**src/logic/iop_pkg.sv**
```systemverilog
// Constants, addresses and types for the input-only and bidirectional port block.
// Assumes a single core clock; the CPU register port and the pins are synchronous to it.
//
// Notes on behaviour
// Analog-capable pins also read as digital inputs
// Software avoids port reads during analog conversions
// Input-only level register loads only on reads
// Sample one state time before driving bus
// Changing pin may capture old or new
// Mode, direction, output value registers read/write
// Read-only pin level status per port
// Standard port registers byte wide, windowable
// Bus-control port registers refuse windowed access
// Direction 0 push-pull, 1 input/open-drain
// Mode 0 standard I/O, 1 peripheral
// Output value held while peripheral owns pin
// Peripheral direction and value drive pin
// Open-drain: value 1 floats, 0 drives low
package iop_pkg;

   // =========================================================
   // Sizes
   localparam int NBP = 2;                          // Bidirectional ports
   localparam int PW  = 8;                          // Pins per port

   // =========================================================
   // Addresses (index 0: standard port, index 1: bus-control port)
   localparam logic [15:0]          ADDR_LEVEL_A = 16'h1fa8;
   localparam logic [15:0]          ADDR_LEVEL_B = 16'h1fa9;
   localparam logic [NBP-1:0][15:0] ADDR_MODE    = {16'h1ff1, 16'h1fd0};
   localparam logic [NBP-1:0][15:0] ADDR_DIR     = {16'h1ff3, 16'h1fd2};
   localparam logic [NBP-1:0][15:0] ADDR_OUT     = {16'h1ff5, 16'h1fd4};
   localparam logic [NBP-1:0][15:0] ADDR_PIN     = {16'h1ff7, 16'h1fd6};
   localparam logic [NBP-1:0]       WINDOWABLE   = 2'h1;

   // =========================================================
   // Reset values and encodings
   localparam logic [PW-1:0] RST_MODE  = 8'h00;
   localparam logic [PW-1:0] RST_DIR   = 8'hff;
   localparam logic [PW-1:0] RST_OUT   = 8'hff;
   localparam logic [PW-1:0] RST_LEVEL = 8'h00;
   localparam logic [PW-1:0] ZERO_BYTE = 8'h00;
   localparam logic          PH1       = 1'h0;      // Core clock output low
   localparam logic          DIR_PUSH  = 1'h0;
   localparam logic          MODE_STD  = 1'h0;

   // =========================================================
   // Read sequencer states
   typedef enum logic [1:0] {RD_IDLE, RD_ALIGN, RD_HOLD, RD_DRIVE} iop_rd_t;

endpackage

```
**src/logic/iop_ports.sv**
```systemverilog
// Input-only analog-shared ports and two bidirectional ports with CPU register access.
// Assumes pins and CPU strobes are synchronous to i_clk; pin wire resolution is external.
`timescale 1ns/100ps
module iop_ports
   import iop_pkg::*;
(
   input  wire logic                   i_clk,
   input  wire logic                   i_nrst,
   input  wire logic [15:0]            i_cpu_addr,
   input  wire logic                   i_cpu_wr,
   input  wire logic                   i_cpu_rd,
   input  wire logic                   i_cpu_window,
   input  wire logic [PW-1:0]          i_cpu_wdata,
   output logic      [PW-1:0]          o_cpu_rdata,
   output logic                        o_cpu_rvalid,
   output logic                        o_cpu_busy,
   output logic                        o_core_clock_output,
   input  wire logic [PW-1:0]          i_analog_port_a,
   input  wire logic [PW-1:0]          i_analog_port_b,
   input  wire logic [NBP-1:0][PW-1:0] i_pin_in,
   output logic      [NBP-1:0][PW-1:0] o_pin_out,
   output logic      [NBP-1:0][PW-1:0] o_pin_oe,
   input  wire logic [NBP-1:0][PW-1:0] i_peripheral_drive_direction,
   input  wire logic [NBP-1:0][PW-1:0] i_peripheral_drive_value
);

   // =========================================================
   // Control registers
   logic [NBP-1:0][PW-1:0] pin_function_select_q, pin_function_select_d;
   logic [NBP-1:0][PW-1:0] pin_drive_direction_q, pin_drive_direction_d;
   logic [NBP-1:0][PW-1:0] pin_output_value_q, pin_output_value_d;
   logic [NBP-1:0]         port_ok;

   // Window gate per port; bus-control port answers only to full addressing
   always_comb begin
      for (int p = 0; p < NBP; p++) begin
         port_ok[p] = WINDOWABLE[p] | ~i_cpu_window;
      end
   end

   // Writes land on the next edge; writes beat a read in the same cycle
   always_comb begin
      pin_function_select_d = pin_function_select_q;
      pin_drive_direction_d = pin_drive_direction_q;
      pin_output_value_d    = pin_output_value_q;
      for (int p = 0; p < NBP; p++) begin
         if (i_cpu_wr && port_ok[p]) begin
            if (i_cpu_addr == ADDR_MODE[p]) pin_function_select_d[p] = i_cpu_wdata;
            if (i_cpu_addr == ADDR_DIR[p])  pin_drive_direction_d[p] = i_cpu_wdata;
            if (i_cpu_addr == ADDR_OUT[p])  pin_output_value_d[p]    = i_cpu_wdata;
         end
      end
   end

   always_ff @(posedge i_clk) begin
      if (!i_nrst) begin
         pin_function_select_q <= {NBP{RST_MODE}};
         pin_drive_direction_q <= {NBP{RST_DIR}};
         pin_output_value_q    <= {NBP{RST_OUT}};
      end else begin
         pin_function_select_q <= pin_function_select_d;
         pin_drive_direction_q <= pin_drive_direction_d;
         pin_output_value_q    <= pin_output_value_d;
      end
   end

   // =========================================================
   // Pin drivers
   logic [NBP-1:0][PW-1:0] pin_out_d, pin_oe_d;

   // Built from next register values so a write shows on the pin with the register
   generate
      for (genvar p = 0; p < NBP; p++) begin : g_port
         for (genvar b = 0; b < PW; b++) begin : g_bit
            logic use_std, eff_dir, eff_val;
            assign use_std = (pin_function_select_d[p][b] == MODE_STD);
            assign eff_dir = use_std ? pin_drive_direction_d[p][b]
                                     : i_peripheral_drive_direction[p][b];
            assign eff_val = use_std ? pin_output_value_d[p][b]
                                     : i_peripheral_drive_value[p][b];
            // Push-pull drives both levels; open-drain only pulls low
            assign pin_oe_d[p][b]  = (eff_dir == DIR_PUSH) | ~eff_val;
            assign pin_out_d[p][b] = (eff_dir == DIR_PUSH) & eff_val;
         end
      end
   endgenerate

   always_ff @(posedge i_clk) begin
      if (!i_nrst) begin
         o_pin_out <= '0;
         o_pin_oe  <= '0;
      end else begin
         o_pin_out <= pin_out_d;
         o_pin_oe  <= pin_oe_d;
      end
   end

   // =========================================================
   // Phase generator and read sequencer
   iop_rd_t       rd_state_q, rd_state_d;
   logic          phase_q, phase_d;
   logic [15:0]   rd_addr_q, rd_addr_d;
   logic          rd_win_q, rd_win_d;
   logic [PW-1:0] rd_hold_q, rd_hold_d;
   logic [PW-1:0] analog_port_a_level_q, analog_port_a_level_d;
   logic [PW-1:0] analog_port_b_level_q, analog_port_b_level_d;
   logic [PW-1:0] o_cpu_rdata_d;
   logic          o_cpu_rvalid_d;
   logic          o_cpu_busy_d;
   logic          sample_now;

   // Level registers clock only during a read of their own port, which keeps the
   // digital path quiet while the converter shares the same pins
   always_comb begin
      phase_d               = ~phase_q;
      rd_state_d            = rd_state_q;
      rd_addr_d             = rd_addr_q;
      rd_win_d              = rd_win_q;
      rd_hold_d             = rd_hold_q;
      analog_port_a_level_d = analog_port_a_level_q;
      analog_port_b_level_d = analog_port_b_level_q;
      o_cpu_rdata_d         = o_cpu_rdata;
      o_cpu_rvalid_d        = 1'b0;
      sample_now            = (rd_state_q == RD_ALIGN) && (phase_q == PH1);
      unique case (rd_state_q)
         RD_IDLE: begin
            if (i_cpu_rd && !i_cpu_wr) begin
               rd_addr_d  = i_cpu_addr;
               rd_win_d   = i_cpu_window;
               rd_state_d = RD_ALIGN;
            end
         end
         RD_ALIGN: begin
            if (sample_now) begin
               rd_hold_d = ZERO_BYTE;
               // Pin may move in the window; either level is a valid capture
               if (rd_addr_q == ADDR_LEVEL_A) begin
                  analog_port_a_level_d = i_analog_port_a;
                  rd_hold_d             = i_analog_port_a;
               end
               if (rd_addr_q == ADDR_LEVEL_B) begin
                  analog_port_b_level_d = i_analog_port_b;
                  rd_hold_d             = i_analog_port_b;
               end
               for (int p = 0; p < NBP; p++) begin
                  if (WINDOWABLE[p] || !rd_win_q) begin
                     if (rd_addr_q == ADDR_MODE[p]) rd_hold_d = pin_function_select_q[p];
                     if (rd_addr_q == ADDR_DIR[p])  rd_hold_d = pin_drive_direction_q[p];
                     if (rd_addr_q == ADDR_OUT[p])  rd_hold_d = pin_output_value_q[p];
                     if (rd_addr_q == ADDR_PIN[p])  rd_hold_d = i_pin_in[p];
                  end
               end
               rd_state_d = RD_HOLD;
            end
         end
         RD_HOLD: begin
            // Level reads leave through their own latch, never straight from the pins
            if (rd_addr_q == ADDR_LEVEL_A) rd_hold_d = analog_port_a_level_q;
            if (rd_addr_q == ADDR_LEVEL_B) rd_hold_d = analog_port_b_level_q;
            rd_state_d = RD_DRIVE;
         end
         RD_DRIVE: begin
            // One state time after the sample, the buffer goes onto the bus
            o_cpu_rdata_d  = rd_hold_q;
            o_cpu_rvalid_d = 1'b1;
            rd_state_d     = RD_IDLE;
         end
      endcase
      o_cpu_busy_d = (rd_state_d != RD_IDLE);
   end

   always_ff @(posedge i_clk) begin
      if (!i_nrst) begin
         rd_state_q            <= RD_IDLE;
         phase_q               <= PH1;
         rd_addr_q             <= '0;
         rd_win_q              <= 1'b0;
         rd_hold_q             <= ZERO_BYTE;
         analog_port_a_level_q <= RST_LEVEL;
         analog_port_b_level_q <= RST_LEVEL;
         o_cpu_rdata           <= ZERO_BYTE;
         o_cpu_rvalid          <= 1'b0;
         o_cpu_busy            <= 1'b0;
         o_core_clock_output   <= PH1;
      end else begin
         rd_state_q            <= rd_state_d;
         phase_q               <= phase_d;
         rd_addr_q             <= rd_addr_d;
         rd_win_q              <= rd_win_d;
         rd_hold_q             <= rd_hold_d;
         analog_port_a_level_q <= analog_port_a_level_d;
         analog_port_b_level_q <= analog_port_b_level_d;
         o_cpu_rdata           <= o_cpu_rdata_d;
         o_cpu_rvalid          <= o_cpu_rvalid_d;
         o_cpu_busy            <= o_cpu_busy_d;
         o_core_clock_output   <= phase_d;
      end
   end
endmodule

```
**config.mk**
```make
export PLATFORM = sky130hd
export DESIGN_NAME = iop_ports
export DESIGN_NICKNAME = d
export VERILOG_FILES = /design/src/logic/iop_pkg.sv /design/src/logic/iop_ports.sv
export SDC_FILE = /design/constraint.sdc
export NUM_CORES = 1
export LEC_CHECK = 0
export BUFFER_PORTS_ARGS = -buffer_cell sky130_fd_sc_hd__clkbuf_2
export CAP_MARGIN = 5
export CORE_MARGIN = 4
export CORE_UTILIZATION = 35
export DETAILED_ROUTE_END_ITERATION = 6
export PLACE_DENSITY = 0.68
export REMOVE_ABC_BUFFERS = 1
export SLEW_MARGIN = 20
export SYNTH_ARGS = -nofsm -noshare
export SYNTH_HDL_FRONTEND = slang
export SYNTH_SLANG_ARGS = --single-unit
```
**constraint.sdc**
```tcl
create_clock -name i_clk -period 2.55 [get_ports i_clk]
set_clock_uncertainty 0.2 [all_clocks]
set_input_delay 0.3825 -clock i_clk [delete_from_list [all_inputs] [get_ports i_clk]]
set_output_delay 0.3825 -clock i_clk [all_outputs]
set_load 0.03 [all_outputs]
```
==> report_table.html, run 1 <==
<table>
<tr><th>Metric</th><th>Value</th></tr>
<tr><th colspan="2">Finish</th></tr>
<tr><td>Post-layout util</td><td>about 46%</td></tr>
<tr><td>Count of fill cells added during filler insertion</td><td>1927</td></tr>
<tr><td>Commonest cells after routing, fill and taps aside</td><td>dfxtp_1, clkbuf_2, nand2_1</td></tr>
<tr><td>Fraction of layout instances using a drive strength above 1</td><td>25.9%</td></tr>
<tr><td>Non-Filler Cell Area, Final</td><td>0.00893 mm²</td></tr>
<tr><td>Growth of design area from synthesis to finish</td><td>28.2%</td></tr>
<tr><td>Net total in the final layout</td><td>1057</td></tr>
<tr><th colspan="2">Global routing</th></tr>
<tr><td>Via count of the first global-routing pass</td><td>6215</td></tr>
<tr><td>Global-route usage over all layers</td><td>19.3%</td></tr>
<tr><td>Initial antenna violation count</td><td>3</td></tr>
<tr><td>Global route overflow</td><td>0</td></tr>
<tr><td>Maximum number of pins on one net before global-route repair</td><td>38</td></tr>
<tr><td>Global-route wire length before repair</td><td>roughly 34000 µm</td></tr>
<tr><th colspan="2">Critical path</th></tr>
<tr><td>Arrival time at the worst endpoint</td><td>2.53 ns</td></tr>
<tr><td>Category of cells accounting for the largest share of critical-path delay</td><td>simple AND/OR/NAND/NOR gates</td></tr>
<tr><td>Number of stages on the worst setup path</td><td>7</td></tr>
<tr><td>Critical path cell sequence</td><td>or3b_2 -&gt; nor3_1 -&gt; nand4_1 -&gt; nor4b_2 -&gt; buf_4 -&gt; mux2i_1 -&gt; nor2b_1</td></tr>
<tr><td>Critical R2R Launch</td><td>rd_addr_q[3]</td></tr>
<tr><td>Slowest CP cell</td><td>or3b_2</td></tr>
<tr><td>Req. time, crit path</td><td>around 2.7 ns</td></tr>
<tr><td>Worst path bufs/invs</td><td>1</td></tr>
<tr><td>Startpoint type of the worst setup path</td><td>register</td></tr>
<tr><td>Worst R2R Path Depth</td><td>7</td></tr>
<tr><td>Type of element capturing the critical path</td><td>register</td></tr>
<tr><td>CP max FO</td><td>8</td></tr>
<tr><td>Kind of critical path</td><td>reg2reg</td></tr>
<tr><td>Worst Setup SP</td><td>rd_addr_q[3]</td></tr>
<tr><td>Slowest stage delay, CP</td><td>between 0.4 and 0.5 ns</td></tr>
<tr><th colspan="2">Min path</th></tr>
<tr><td>Depth of the worst hold-timing path</td><td>3</td></tr>
<tr><td>Worst min-delay path category</td><td>in2reg</td></tr>
<tr><td>Worst Min Path Start</td><td>i_peripheral_drive_value[11]</td></tr>
<tr><th colspan="2">Power and ir drop</th></tr>
<tr><td>Int Power</td><td>about 4.4 mW</td></tr>
<tr><td>Power share of the sequential group</td><td>between 30% and 40%</td></tr>
<tr><td>Power share of the combinational group</td><td>between 10% and 20%</td></tr>
<tr><td>Relative contribution of the clock network to total power</td><td>46.1%</td></tr>
<tr><td>Switching pwr</td><td>1.59 mW</td></tr>
<tr><td>Cell leakage power</td><td>3.63 nW</td></tr>
<tr><td>Largest voltage drop on the vdd net</td><td>~0.00036 V</td></tr>
<tr><td>Net Sw Frac</td><td>26.6%</td></tr>
<tr><td>Power per cell area</td><td>668 mW/mm²</td></tr>
<tr><th colspan="2">Floorplanning</th></tr>
<tr><td>Number of core rows</td><td>51</td></tr>
<tr><td>Number of I/O pins</td><td>136</td></tr>
<tr><td>Initial core utilization</td><td>35.7%</td></tr>
<tr><td>Vertical die dimension</td><td>149 µm</td></tr>
<tr><td>Total Die Area</td><td>0.0222 mm²</td></tr>
<tr><td>Die W</td><td>149 µm</td></tr>
<tr><td>Core area</td><td>0.0195 mm²</td></tr>
<tr><th colspan="2">Yosys</th></tr>
<tr><td>Syn Area/Cell</td><td>about 8.7 µm²</td></tr>
<tr><td>Portion of synthesized cell area occupied by the leading cell type</td><td>38.5%</td></tr>
<tr><td>Post-synth EDFFs</td><td>0</td></tr>
<tr><td>Commonest register cell after synthesis</td><td>dfxtp_1</td></tr>
<tr><td>Largest cells by area after synthesis</td><td>dfxtp_1, mux2i_1, nand2_1, nor2b_1, o21ai_0</td></tr>
<tr><td>Async set-reset flop share out of synthesis</td><td>0%</td></tr>
<tr><td>Flip-flop and latch count after synthesis</td><td>134</td></tr>
<tr><td>Cell type with the largest total area after synthesis</td><td>dfxtp_1</td></tr>
<tr><td>Post-Syn Instances</td><td>798</td></tr>
<tr><td>Number of distinct library cells after synthesis</td><td>57</td></tr>
<tr><td>Sequential area share after synthesis</td><td>38.5%</td></tr>
<tr><td>Number of warnings reported in the yosys synthesis log</td><td>0</td></tr>
<tr><td>Cell area after technology mapping</td><td>roughly 0.0070 mm²</td></tr>
<tr><th colspan="2">STA</th></tr>
<tr><td>Worst slew slack as a fraction of its limit</td><td>between 50% and 60%</td></tr>
<tr><td>Max-slew violation total from the final report</td><td>0</td></tr>
<tr><td>Slew at the pin with the worst max-slew slack</td><td>0.614 ns</td></tr>
<tr><td>Highest attainable clock frequency</td><td>0.412 GHz</td></tr>
<tr><td>Final Hold Viols</td><td>0</td></tr>
<tr><td>Count of endpoints failing setup in the final report</td><td>0</td></tr>
<tr><td>Ratio of final minimum period to clock period</td><td>95.1%</td></tr>
<tr><td>Hold WS</td><td>0.0142 ns</td></tr>
<tr><td>Time the worst path needs with I/O delays and setup</td><td>2.43 ns</td></tr>
<tr><td>Total negative slack</td><td>0 ns</td></tr>
<tr><td>RSZ-0062 raised after global routing</td><td>false</td></tr>
<tr><th colspan="2">Place</th></tr>
<tr><td>HPWL after DPL</td><td>16000 µm</td></tr>
<tr><td>Total cell area at the placement stage</td><td>about 0.0083 mm²</td></tr>
<tr><td>Port Buffer Count</td><td>135</td></tr>
<tr><td>Final weighted congestion of routability-driven global placement</td><td>about 0.98</td></tr>
<tr><th colspan="2">Route</th></tr>
<tr><td>Iteration-0 DRC count of the detailed router</td><td>450</td></tr>
<tr><td>Via count</td><td>about 6500</td></tr>
<tr><td>Total iterations of the first detailed-routing run</td><td>7</td></tr>
<tr><td>Overall routed net length</td><td>between 20000 and 25000 µm</td></tr>
<tr><td>Via density</td><td>5.22</td></tr>
<tr><td>Antenna viol nets, final</td><td>0</td></tr>
<tr><td>Routed WL per cell</td><td>17.3 µm</td></tr>
<tr><td># DRC</td><td>1</td></tr>
<tr><th colspan="2">CTS</th></tr>
<tr><td>Clock tree from TritonCTS</td><td>done</td></tr>
<tr><td>Clock Root Buffer</td><td>clkbuf_16</td></tr>
<tr><td>Later-pin clock latency in the skew report</td><td>~0.42 ns</td></tr>
<tr><td>H-tree level count</td><td>4</td></tr>
<tr><td>Hold-fix buffer count after cts</td><td>0</td></tr>
<tr><td>Worst-path clk slew</td><td>0.06 ns</td></tr>
<tr><td>Cts repair resizes</td><td>0</td></tr>
<tr><td>Clock buffers created by TritonCTS</td><td>17</td></tr>
<tr><td>Clock Tree Buf Depth</td><td>2</td></tr>
<tr><td>Clk sinks</td><td>between 100 and 150</td></tr>
<tr><td>Post-CTS repair timing setup buffer count</td><td>0</td></tr>
<tr><th colspan="2">Job</th></tr>
<tr><td>Count of maximum capacitance violations</td><td>0</td></tr>
<tr><th colspan="2">Outcome</th></tr>
<tr><td>Violations in the final reports</td><td>DRC</td></tr>
<tr><td>Status</td><td>finished, violations left</td></tr>
</table>
==> metal layers <==
metal	routed length (µm)	global-route usage, %	vias to the layer above	share of wire, %
li1	-	-	3222	-
met1	9840	25.4	2992	46
met2	9840	31.0	219	46
met3	1390	5.23	27	6.5
met4	365	5.63	4	1.7
met5	14	0	-	0.065
==> metrics by stage <==
| stage | worst slack [ns] | power (mW) | std cells |
|---|---|---|---|
| after detailed placement | -0.142 | 3.24 | 1205 |
| after CTS | 0.172 | 6.00 | 1237 |
| final | 0.124 | 5.96 | 1238 |
| after global placement | -0.117 | 3.24 | 1205 |
| after global routing | 0.0225 | 6.21 | 1238 |
| after floorplan | -0.730 | 2.80 | 745 |
==> power groups by stage <==
stage / Sequential, mW / Clock (mW) / Combinational (mW)
after floorplan: 2.31 / 0 / 0.489
after global placement: 2.28 / 0 / 0.953
after detailed placement: 2.28 / 0 / 0.962
after CTS: 2.24 / 2.79 / 0.967
after global routing: 2.25 / 2.89 / 1.07
final: 2.24 / 2.75 / 0.975
==> sequential cells by signal (all words and copies together) (netlist names) <==
register / cells
o_cpu_rdata: 8
o_cpu_rvalid: 1
o_cpu_busy: 1
pin_function_select_q: 16
rd_addr_q: 16
analog_port_b_level_q: 8
o_pin_out: 16
rd_win_q: 1
rd_state_q: 2
rd_hold_q: 8
pin_drive_direction_q: 16
o_pin_oe: 16
analog_port_a_level_q: 8
pin_output_value_q: 16
phase_q: 1
==> tightest hold or removal path, stage by stage <==
cell      delay, ns
clkbuf_2       0.09
nand3b_1       0.06
o21ai_0        0.06
==> area by class of cell <==
type | instances | area [µm²] | share of cell area [%]
Multi-Input combinational cell | 598 | 4020 | 45.0
Timing Repair Buffer | 195 | 1180 | 13.2
Sequential cell | 134 | 2680 | 30.0
Tap cell | 265 | 332 | 3.71
Inverter | 13 | 48.8 | 0.547
Antenna cell | 1 | 2.50 | 0.0280
Clock buffer | 20 | 467 | 5.23
Clock inverter | 12 | 196 | 2.20
==> cells in the mapped netlist (4+ instances only) <==
master and instances:
ha_1 5, and3_1 4, o21ai_0 63, a22oi_1 4, o221ai_1 4, o21bai_1 9
o311a_1 7, nand2_1 96, clkbuf_1 41, mux2i_1 80, a31oi_1 5, nor3_1 19
or3_1 4, nand3b_1 29, inv_1 13, nor2b_1 51, nand2b_1 7, mux2_2 16
nand4b_1 10, and2_1 10, nand4_1 11, nor2_1 23, a211oi_1 6, a21oi_1 16
dfxtp_1 134, buf_2 10, a21boi_0 21, nor4_1 4, nor3b_1 7, nor4bb_1 4
nand3_1 19, o22ai_1 17, a21boi_1 5
==> kinds of logic after synthesis <==
kind of cell	synth area share [%]
and+or+nand+nor	25.7
AOI/OAI and AO/OA	16.6
DFF	38.5
muxes	14.4
buffers and inverters	3.84
adders and majority gates	0.898
==> final timing paths <==
check / slack [ns] / endpoint
worst min register to register: 0.28 / rd_addr_q[9]
worst max-delay path: 0.12 / analog_port_a_level_q[5]
worst max register to register: 0.12 / analog_port_a_level_q[5]
worst min-delay path: 0.01 / o_pin_out[11]
Note: power is estimated with default switching activity, not from simulation.
==> run 2, diff against run 1 <==
ABC_AREA = 1   (was not set)
==> run 2 against run 1 <==
Net effect:
- the run now ends clean
- cell count up 5.3%
- sequential cell count unchanged
- register-to-register slack better by 0.11 ns
- sequential share of layout area up 3.2 points
- critical endpoint is now rd_hold_q[6]
- total power down 4.4%
- worst hold slack better by 0.022 ns
==> report_table.html, run 2 <==
<table>
<tr><th>Metric</th><th>Value</th></tr>
<tr><th colspan="2">Yosys</th></tr>
<tr><td>Largest cells by area after synthesis</td><td>dfxtp_1, nand2_1, a21oi_1, nor2_1, inv_1 (was dfxtp_1, mux2i_1, nand2_1, nor2b_1, o21ai_0)</td></tr>
<tr><td>Post-synth EDFFs</td><td>0 (unchanged)</td></tr>
<tr><td>Syn Area/Cell</td><td>6.98 µm² (was 8.73 µm²)</td></tr>
<tr><td>Number of warnings reported in the yosys synthesis log</td><td>0 (unchanged)</td></tr>
<tr><td>Number of distinct library cells after synthesis</td><td>39 (was 57)</td></tr>
<tr><td>Leading cell types by count after synthesis</td><td>nand2_1, dfxtp_1, a21oi_1, nor2_1, inv_1 (was dfxtp_1, nand2_1, mux2i_1, o21ai_0, nor2b_1)</td></tr>
<tr><td>Portion of synthesized cell area occupied by the leading cell type</td><td>42.4% (was 38.5%)</td></tr>
<tr><td>Flip-flop and latch count after synthesis</td><td>134 (unchanged)</td></tr>
<tr><td>Cell area after technology mapping</td><td>0.00632 mm² (was 0.00696 mm²)</td></tr>
<tr><td>Commonest register cell after synthesis</td><td>dfxtp_1 (unchanged)</td></tr>
<tr><td>Cell type with the largest total area after synthesis</td><td>dfxtp_1 (unchanged)</td></tr>
<tr><td>Post-Syn Instances</td><td>906 (was 798)</td></tr>
<tr><td>Most instantiated library cell after synthesis</td><td>nand2_1 (was dfxtp_1)</td></tr>
<tr><td>Sequential area share after synthesis</td><td>42.4% (was 38.5%)</td></tr>
<tr><td>Async set-reset flop share out of synthesis</td><td>0% (unchanged)</td></tr>
<tr><th colspan="2">CTS</th></tr>
<tr><td>Clock Tree Buf Depth</td><td>2 (unchanged)</td></tr>
<tr><td>Worst-path clk slew</td><td>0.06 ns (about the same)</td></tr>
<tr><td>Later-pin clock latency in the skew report</td><td>0.43 ns (was 0.42 ns)</td></tr>
<tr><td>Clock Root Buffer</td><td>clkbuf_16 (unchanged)</td></tr>
<tr><td>Post-CTS repair timing setup buffer count</td><td>0 (unchanged)</td></tr>
<tr><td>Clk sinks</td><td>134 (unchanged)</td></tr>
<tr><td>Clock tree from TritonCTS</td><td>done (unchanged)</td></tr>
<tr><td>Clock buffers created by TritonCTS</td><td>17 (unchanged)</td></tr>
<tr><td>H-tree level count</td><td>4 (unchanged)</td></tr>
<tr><th colspan="2">STA</th></tr>
<tr><td>Count of endpoints failing setup in the final report</td><td>0 (unchanged)</td></tr>
<tr><td>Final Hold Viols</td><td>0 (unchanged)</td></tr>
<tr><td>Ratio of final minimum period to clock period</td><td>90.7% (was 95.1%)</td></tr>
<tr><td>Hold WS</td><td>0.0362 ns (was 0.0142 ns)</td></tr>
<tr><td>Highest attainable clock frequency</td><td>0.433 GHz (was 0.412 GHz)</td></tr>
<tr><td>RSZ-0062 raised after global routing</td><td>false (unchanged)</td></tr>
<tr><td>Time the worst path needs with I/O delays and setup</td><td>2.31 ns (was 2.43 ns)</td></tr>
<tr><td>Final setup margin</td><td>0.238 ns (was 0.124 ns)</td></tr>
<tr><td>Total negative slack</td><td>0 ns (unchanged)</td></tr>
<tr><td>Slew at the pin with the worst max-slew slack</td><td>0.582 ns (was 0.614 ns)</td></tr>
<tr><td>Worst slew slack as a fraction of its limit</td><td>61.2% (was 59.1%)</td></tr>
<tr><td>Max-slew violation total from the final report</td><td>0 (unchanged)</td></tr>
<tr><th colspan="2">Floorplanning</th></tr>
<tr><td>Core area</td><td>0.0175 mm² (was 0.0195 mm²)</td></tr>
<tr><td>Die W</td><td>142 µm (was 149 µm)</td></tr>
<tr><td>Number of core rows</td><td>48 (was 51)</td></tr>
<tr><td>Initial core utilization</td><td>36.2% (was 35.7%)</td></tr>
<tr><td>Vertical die dimension</td><td>142 µm (was 149 µm)</td></tr>
<tr><td>Total Die Area</td><td>0.0203 mm² (was 0.0222 mm²)</td></tr>
<tr><td>Number of I/O pins</td><td>136 (unchanged)</td></tr>
<tr><th colspan="2">Power and ir drop</th></tr>
<tr><td>Largest voltage drop on the vdd net</td><td>0.000486 V (was 0.000361 V)</td></tr>
<tr><td>Power share of the combinational group</td><td>15.0% (was 16.3%)</td></tr>
<tr><td>Cell leakage power</td><td>3.85 nW (was 3.63 nW)</td></tr>
<tr><td>Relative contribution of the clock network to total power</td><td>44.1% (was 46.1%)</td></tr>
<tr><td>Power share of the sequential group</td><td>40.9% (was 37.5%)</td></tr>
<tr><td>Int Power</td><td>4.10 mW (was 4.38 mW)</td></tr>
<tr><td>Net Sw Frac</td><td>28.0% (was 26.6%)</td></tr>
<tr><td>Switching pwr</td><td>1.60 mW (was 1.59 mW)</td></tr>
<tr><td>Power per cell area</td><td>706 mW/mm² (was 668 mW/mm²)</td></tr>
<tr><td>Power consumption</td><td>5.70 mW (was 5.96 mW)</td></tr>
<tr><th colspan="2">Finish</th></tr>
<tr><td>Count of fill cells added during filler insertion</td><td>1795 (was 1927)</td></tr>
<tr><td>Diode count</td><td>0 (was 1)</td></tr>
<tr><td>Non-Filler Cell Area, Final</td><td>0.00807 mm² (was 0.00893 mm²)</td></tr>
<tr><td>Growth of design area from synthesis to finish</td><td>27.6% (was 28.2%)</td></tr>
<tr><td>Net total in the final layout</td><td>1164 (was 1057)</td></tr>
<tr><td>Commonest cells after routing, fill and taps aside</td><td>nand2_1, clkbuf_2, dfxtp_1 (was dfxtp_1, clkbuf_2, nand2_1)</td></tr>
<tr><td>Most frequent standard cell in the layout excluding fill and tap cells</td><td>nand2_1</td></tr>
<tr><td>Fraction of layout instances using a drive strength above 1</td><td>22.7% (was 25.9%)</td></tr>
<tr><th colspan="2">Critical path</th></tr>
<tr><td>Type of element capturing the critical path</td><td>register (unchanged)</td></tr>
<tr><td>Arrival time at the worst endpoint</td><td>2.47 ns (was 2.53 ns)</td></tr>
<tr><td>Req. time, crit path</td><td>2.71 ns (was 2.66 ns)</td></tr>
<tr><td>CP max FO</td><td>31 (was 8)</td></tr>
<tr><td>Startpoint type of the worst setup path</td><td>register (unchanged)</td></tr>
<tr><td>Kind of critical path</td><td>reg2reg (unchanged)</td></tr>
<tr><th colspan="2">Place</th></tr>
<tr><td>Total cell area at the placement stage</td><td>0.00745 mm² (was 0.00826 mm²)</td></tr>
<tr><td>HPWL after DPL</td><td>14600 µm (was 16000 µm)</td></tr>
<tr><td>Port Buffer Count</td><td>135 (unchanged)</td></tr>
<tr><td>Worst slack at placement</td><td>0.0975 ns (was -0.142 ns)</td></tr>
<tr><td>Final weighted congestion of routability-driven global placement</td><td>0.928 (was 0.976)</td></tr>
<tr><th colspan="2">Global routing</th></tr>
<tr><td>Maximum number of pins on one net before global-route repair</td><td>45 (was 38)</td></tr>
<tr><td>Global-route usage over all layers</td><td>19.7% (was 19.3%)</td></tr>
<tr><td>Global-route wire length before repair</td><td>31300 µm (was 33800 µm)</td></tr>
<tr><td>Via count of the first global-routing pass</td><td>6229 (was 6215)</td></tr>
<tr><td>Global route overflow</td><td>0 (unchanged)</td></tr>
<tr><td>Initial antenna violation count</td><td>0 (was 3)</td></tr>
<tr><th colspan="2">Route</th></tr>
<tr><td>Via count</td><td>6363 (was 6464)</td></tr>
<tr><td>Overall routed net length</td><td>19600 µm (was 21500 µm)</td></tr>
<tr><td>Total iterations of the first detailed-routing run</td><td>6 (was 7)</td></tr>
<tr><td>Routed WL per cell</td><td>15.0 µm (was 17.3 µm)</td></tr>
<tr><td># DRC</td><td>0 (was 1)</td></tr>
<tr><td>Antenna viol nets, final</td><td>0 (unchanged)</td></tr>
<tr><td>Via density</td><td>4.88 (was 5.22)</td></tr>
<tr><td>Iteration-0 DRC count of the detailed router</td><td>579 (was 450)</td></tr>
<tr><th colspan="2">Job</th></tr>
<tr><td>Count of maximum capacitance violations</td><td>0 (unchanged)</td></tr>
<tr><th colspan="2">Outcome</th></tr>
<tr><td>Status</td><td>completed (was finished, violations left)</td></tr>
<tr><th colspan="2">Min path</th></tr>
<tr><td>Worst min-delay path category</td><td>in2reg (unchanged)</td></tr>
</table>
[run 2: cell types whose count changed after synthesis, sizes merged, moves of 26 or more]
cell and change:
nand3 +33, nor2b -51, nor2 +90, nand2 +100
a21boi -26, mux2i -64, nand3b -28, a21oi +103
inv +92
[run 2: metrics by stage]
stage / cells / utilization (%)
4_1_cts: 1304 / 46.1
6_report: 1304 / 46.2
3_5_place_dp: 1272 / 42.6
2_1_floorplan: 869 / -
3_3_place_gp: 1272 / 42.6
5_1_grt: 1304 / 46.2
[run 2: what timing repair did]
action / 4_1_cts / 5_1_grt
hold buffers: 0 / 0
endpoints found under the setup margin: 0 / 4
resized for setup: 0 / 5
[run 2: worst max-delay path, cell delays in order (launching register included)]
cell and delay, ns:
dfxtp_1 0.32, inv_1 0.07, nor2_1 0.24, nand3_2 0.21
nor2_2 0.17, buf_12 0.19, nand2_1 0.06, nand3_1 0.14
nand2_1 0.07, nand2_1 0.06, nand2_1 0.06, nand3_1 0.06
nand2_1 0.05, nand3_1 0.06, nand3_1 0.13, a21oi_1 0.15
[run 2: logic make-up (layout without fill, tap and decap cells)]
| logic type | Yosys count | in the layout | share of synthesized area [%] |
|---|---|---|---|
| adders and majority gates | 5 | 5 | 0.989 |
| buffers and inverters | 143 | 316 | 9.10 |
| DFF | 134 | 134 | 42.4 |
| muxes | 16 | 16 | 2.79 |
| and+or+nand+nor | 392 | 392 | 26.4 |
| AOI/OAI and AO/OA | 216 | 216 | 18.3 |
[run 2: layout make-up]
| type | instances | area [µm²] | share of cell area, % |
|---|---|---|---|
| well taps | 225 | 282 | 3.49 |
| flip-flops and latches | 134 | 2680 | 33.3 |
| inverters | 106 | 398 | 4.93 |
| clock inverters | 11 | 150 | 1.86 |
| clock buffers | 21 | 450 | 5.58 |
| repair buffers | 178 | 1020 | 12.7 |
| multi-input cells | 629 | 3080 | 38.2 |
[run 2: routing by layer]
| metal | track usage (%) | part of all wire (%) |
|---|---|---|
| met2 | 31.4 | 46 |
| met5 | 0 | 0 |
| met3 | 5.24 | 7.1 |
| met4 | 6.55 | 2.1 |
| met1 | 25.9 | 45 |
[run 2: final timing paths]
check	cells past startpoint	to	from	slack, ns
max	15	rd_hold_q[6]	rd_addr_q[0]	0.24
min	3	analog_port_b_level_q[1]	i_analog_port_b[1]	0.04
max reg2reg	15	rd_hold_q[6]	rd_addr_q[0]	0.24
min reg2reg	2	rd_addr_q[11]	rd_addr_q[11]	0.25
[run 2: power groups by stage]
stage	combinational, mW	clock (mW)	sequential [mW]
after floorplan	0.453	0	2.40
after global placement	0.832	0	2.37
after detailed placement	0.842	0	2.37
after CTS	0.849	2.55	2.33
after global routing	0.978	2.66	2.35
final	0.855	2.51	2.33
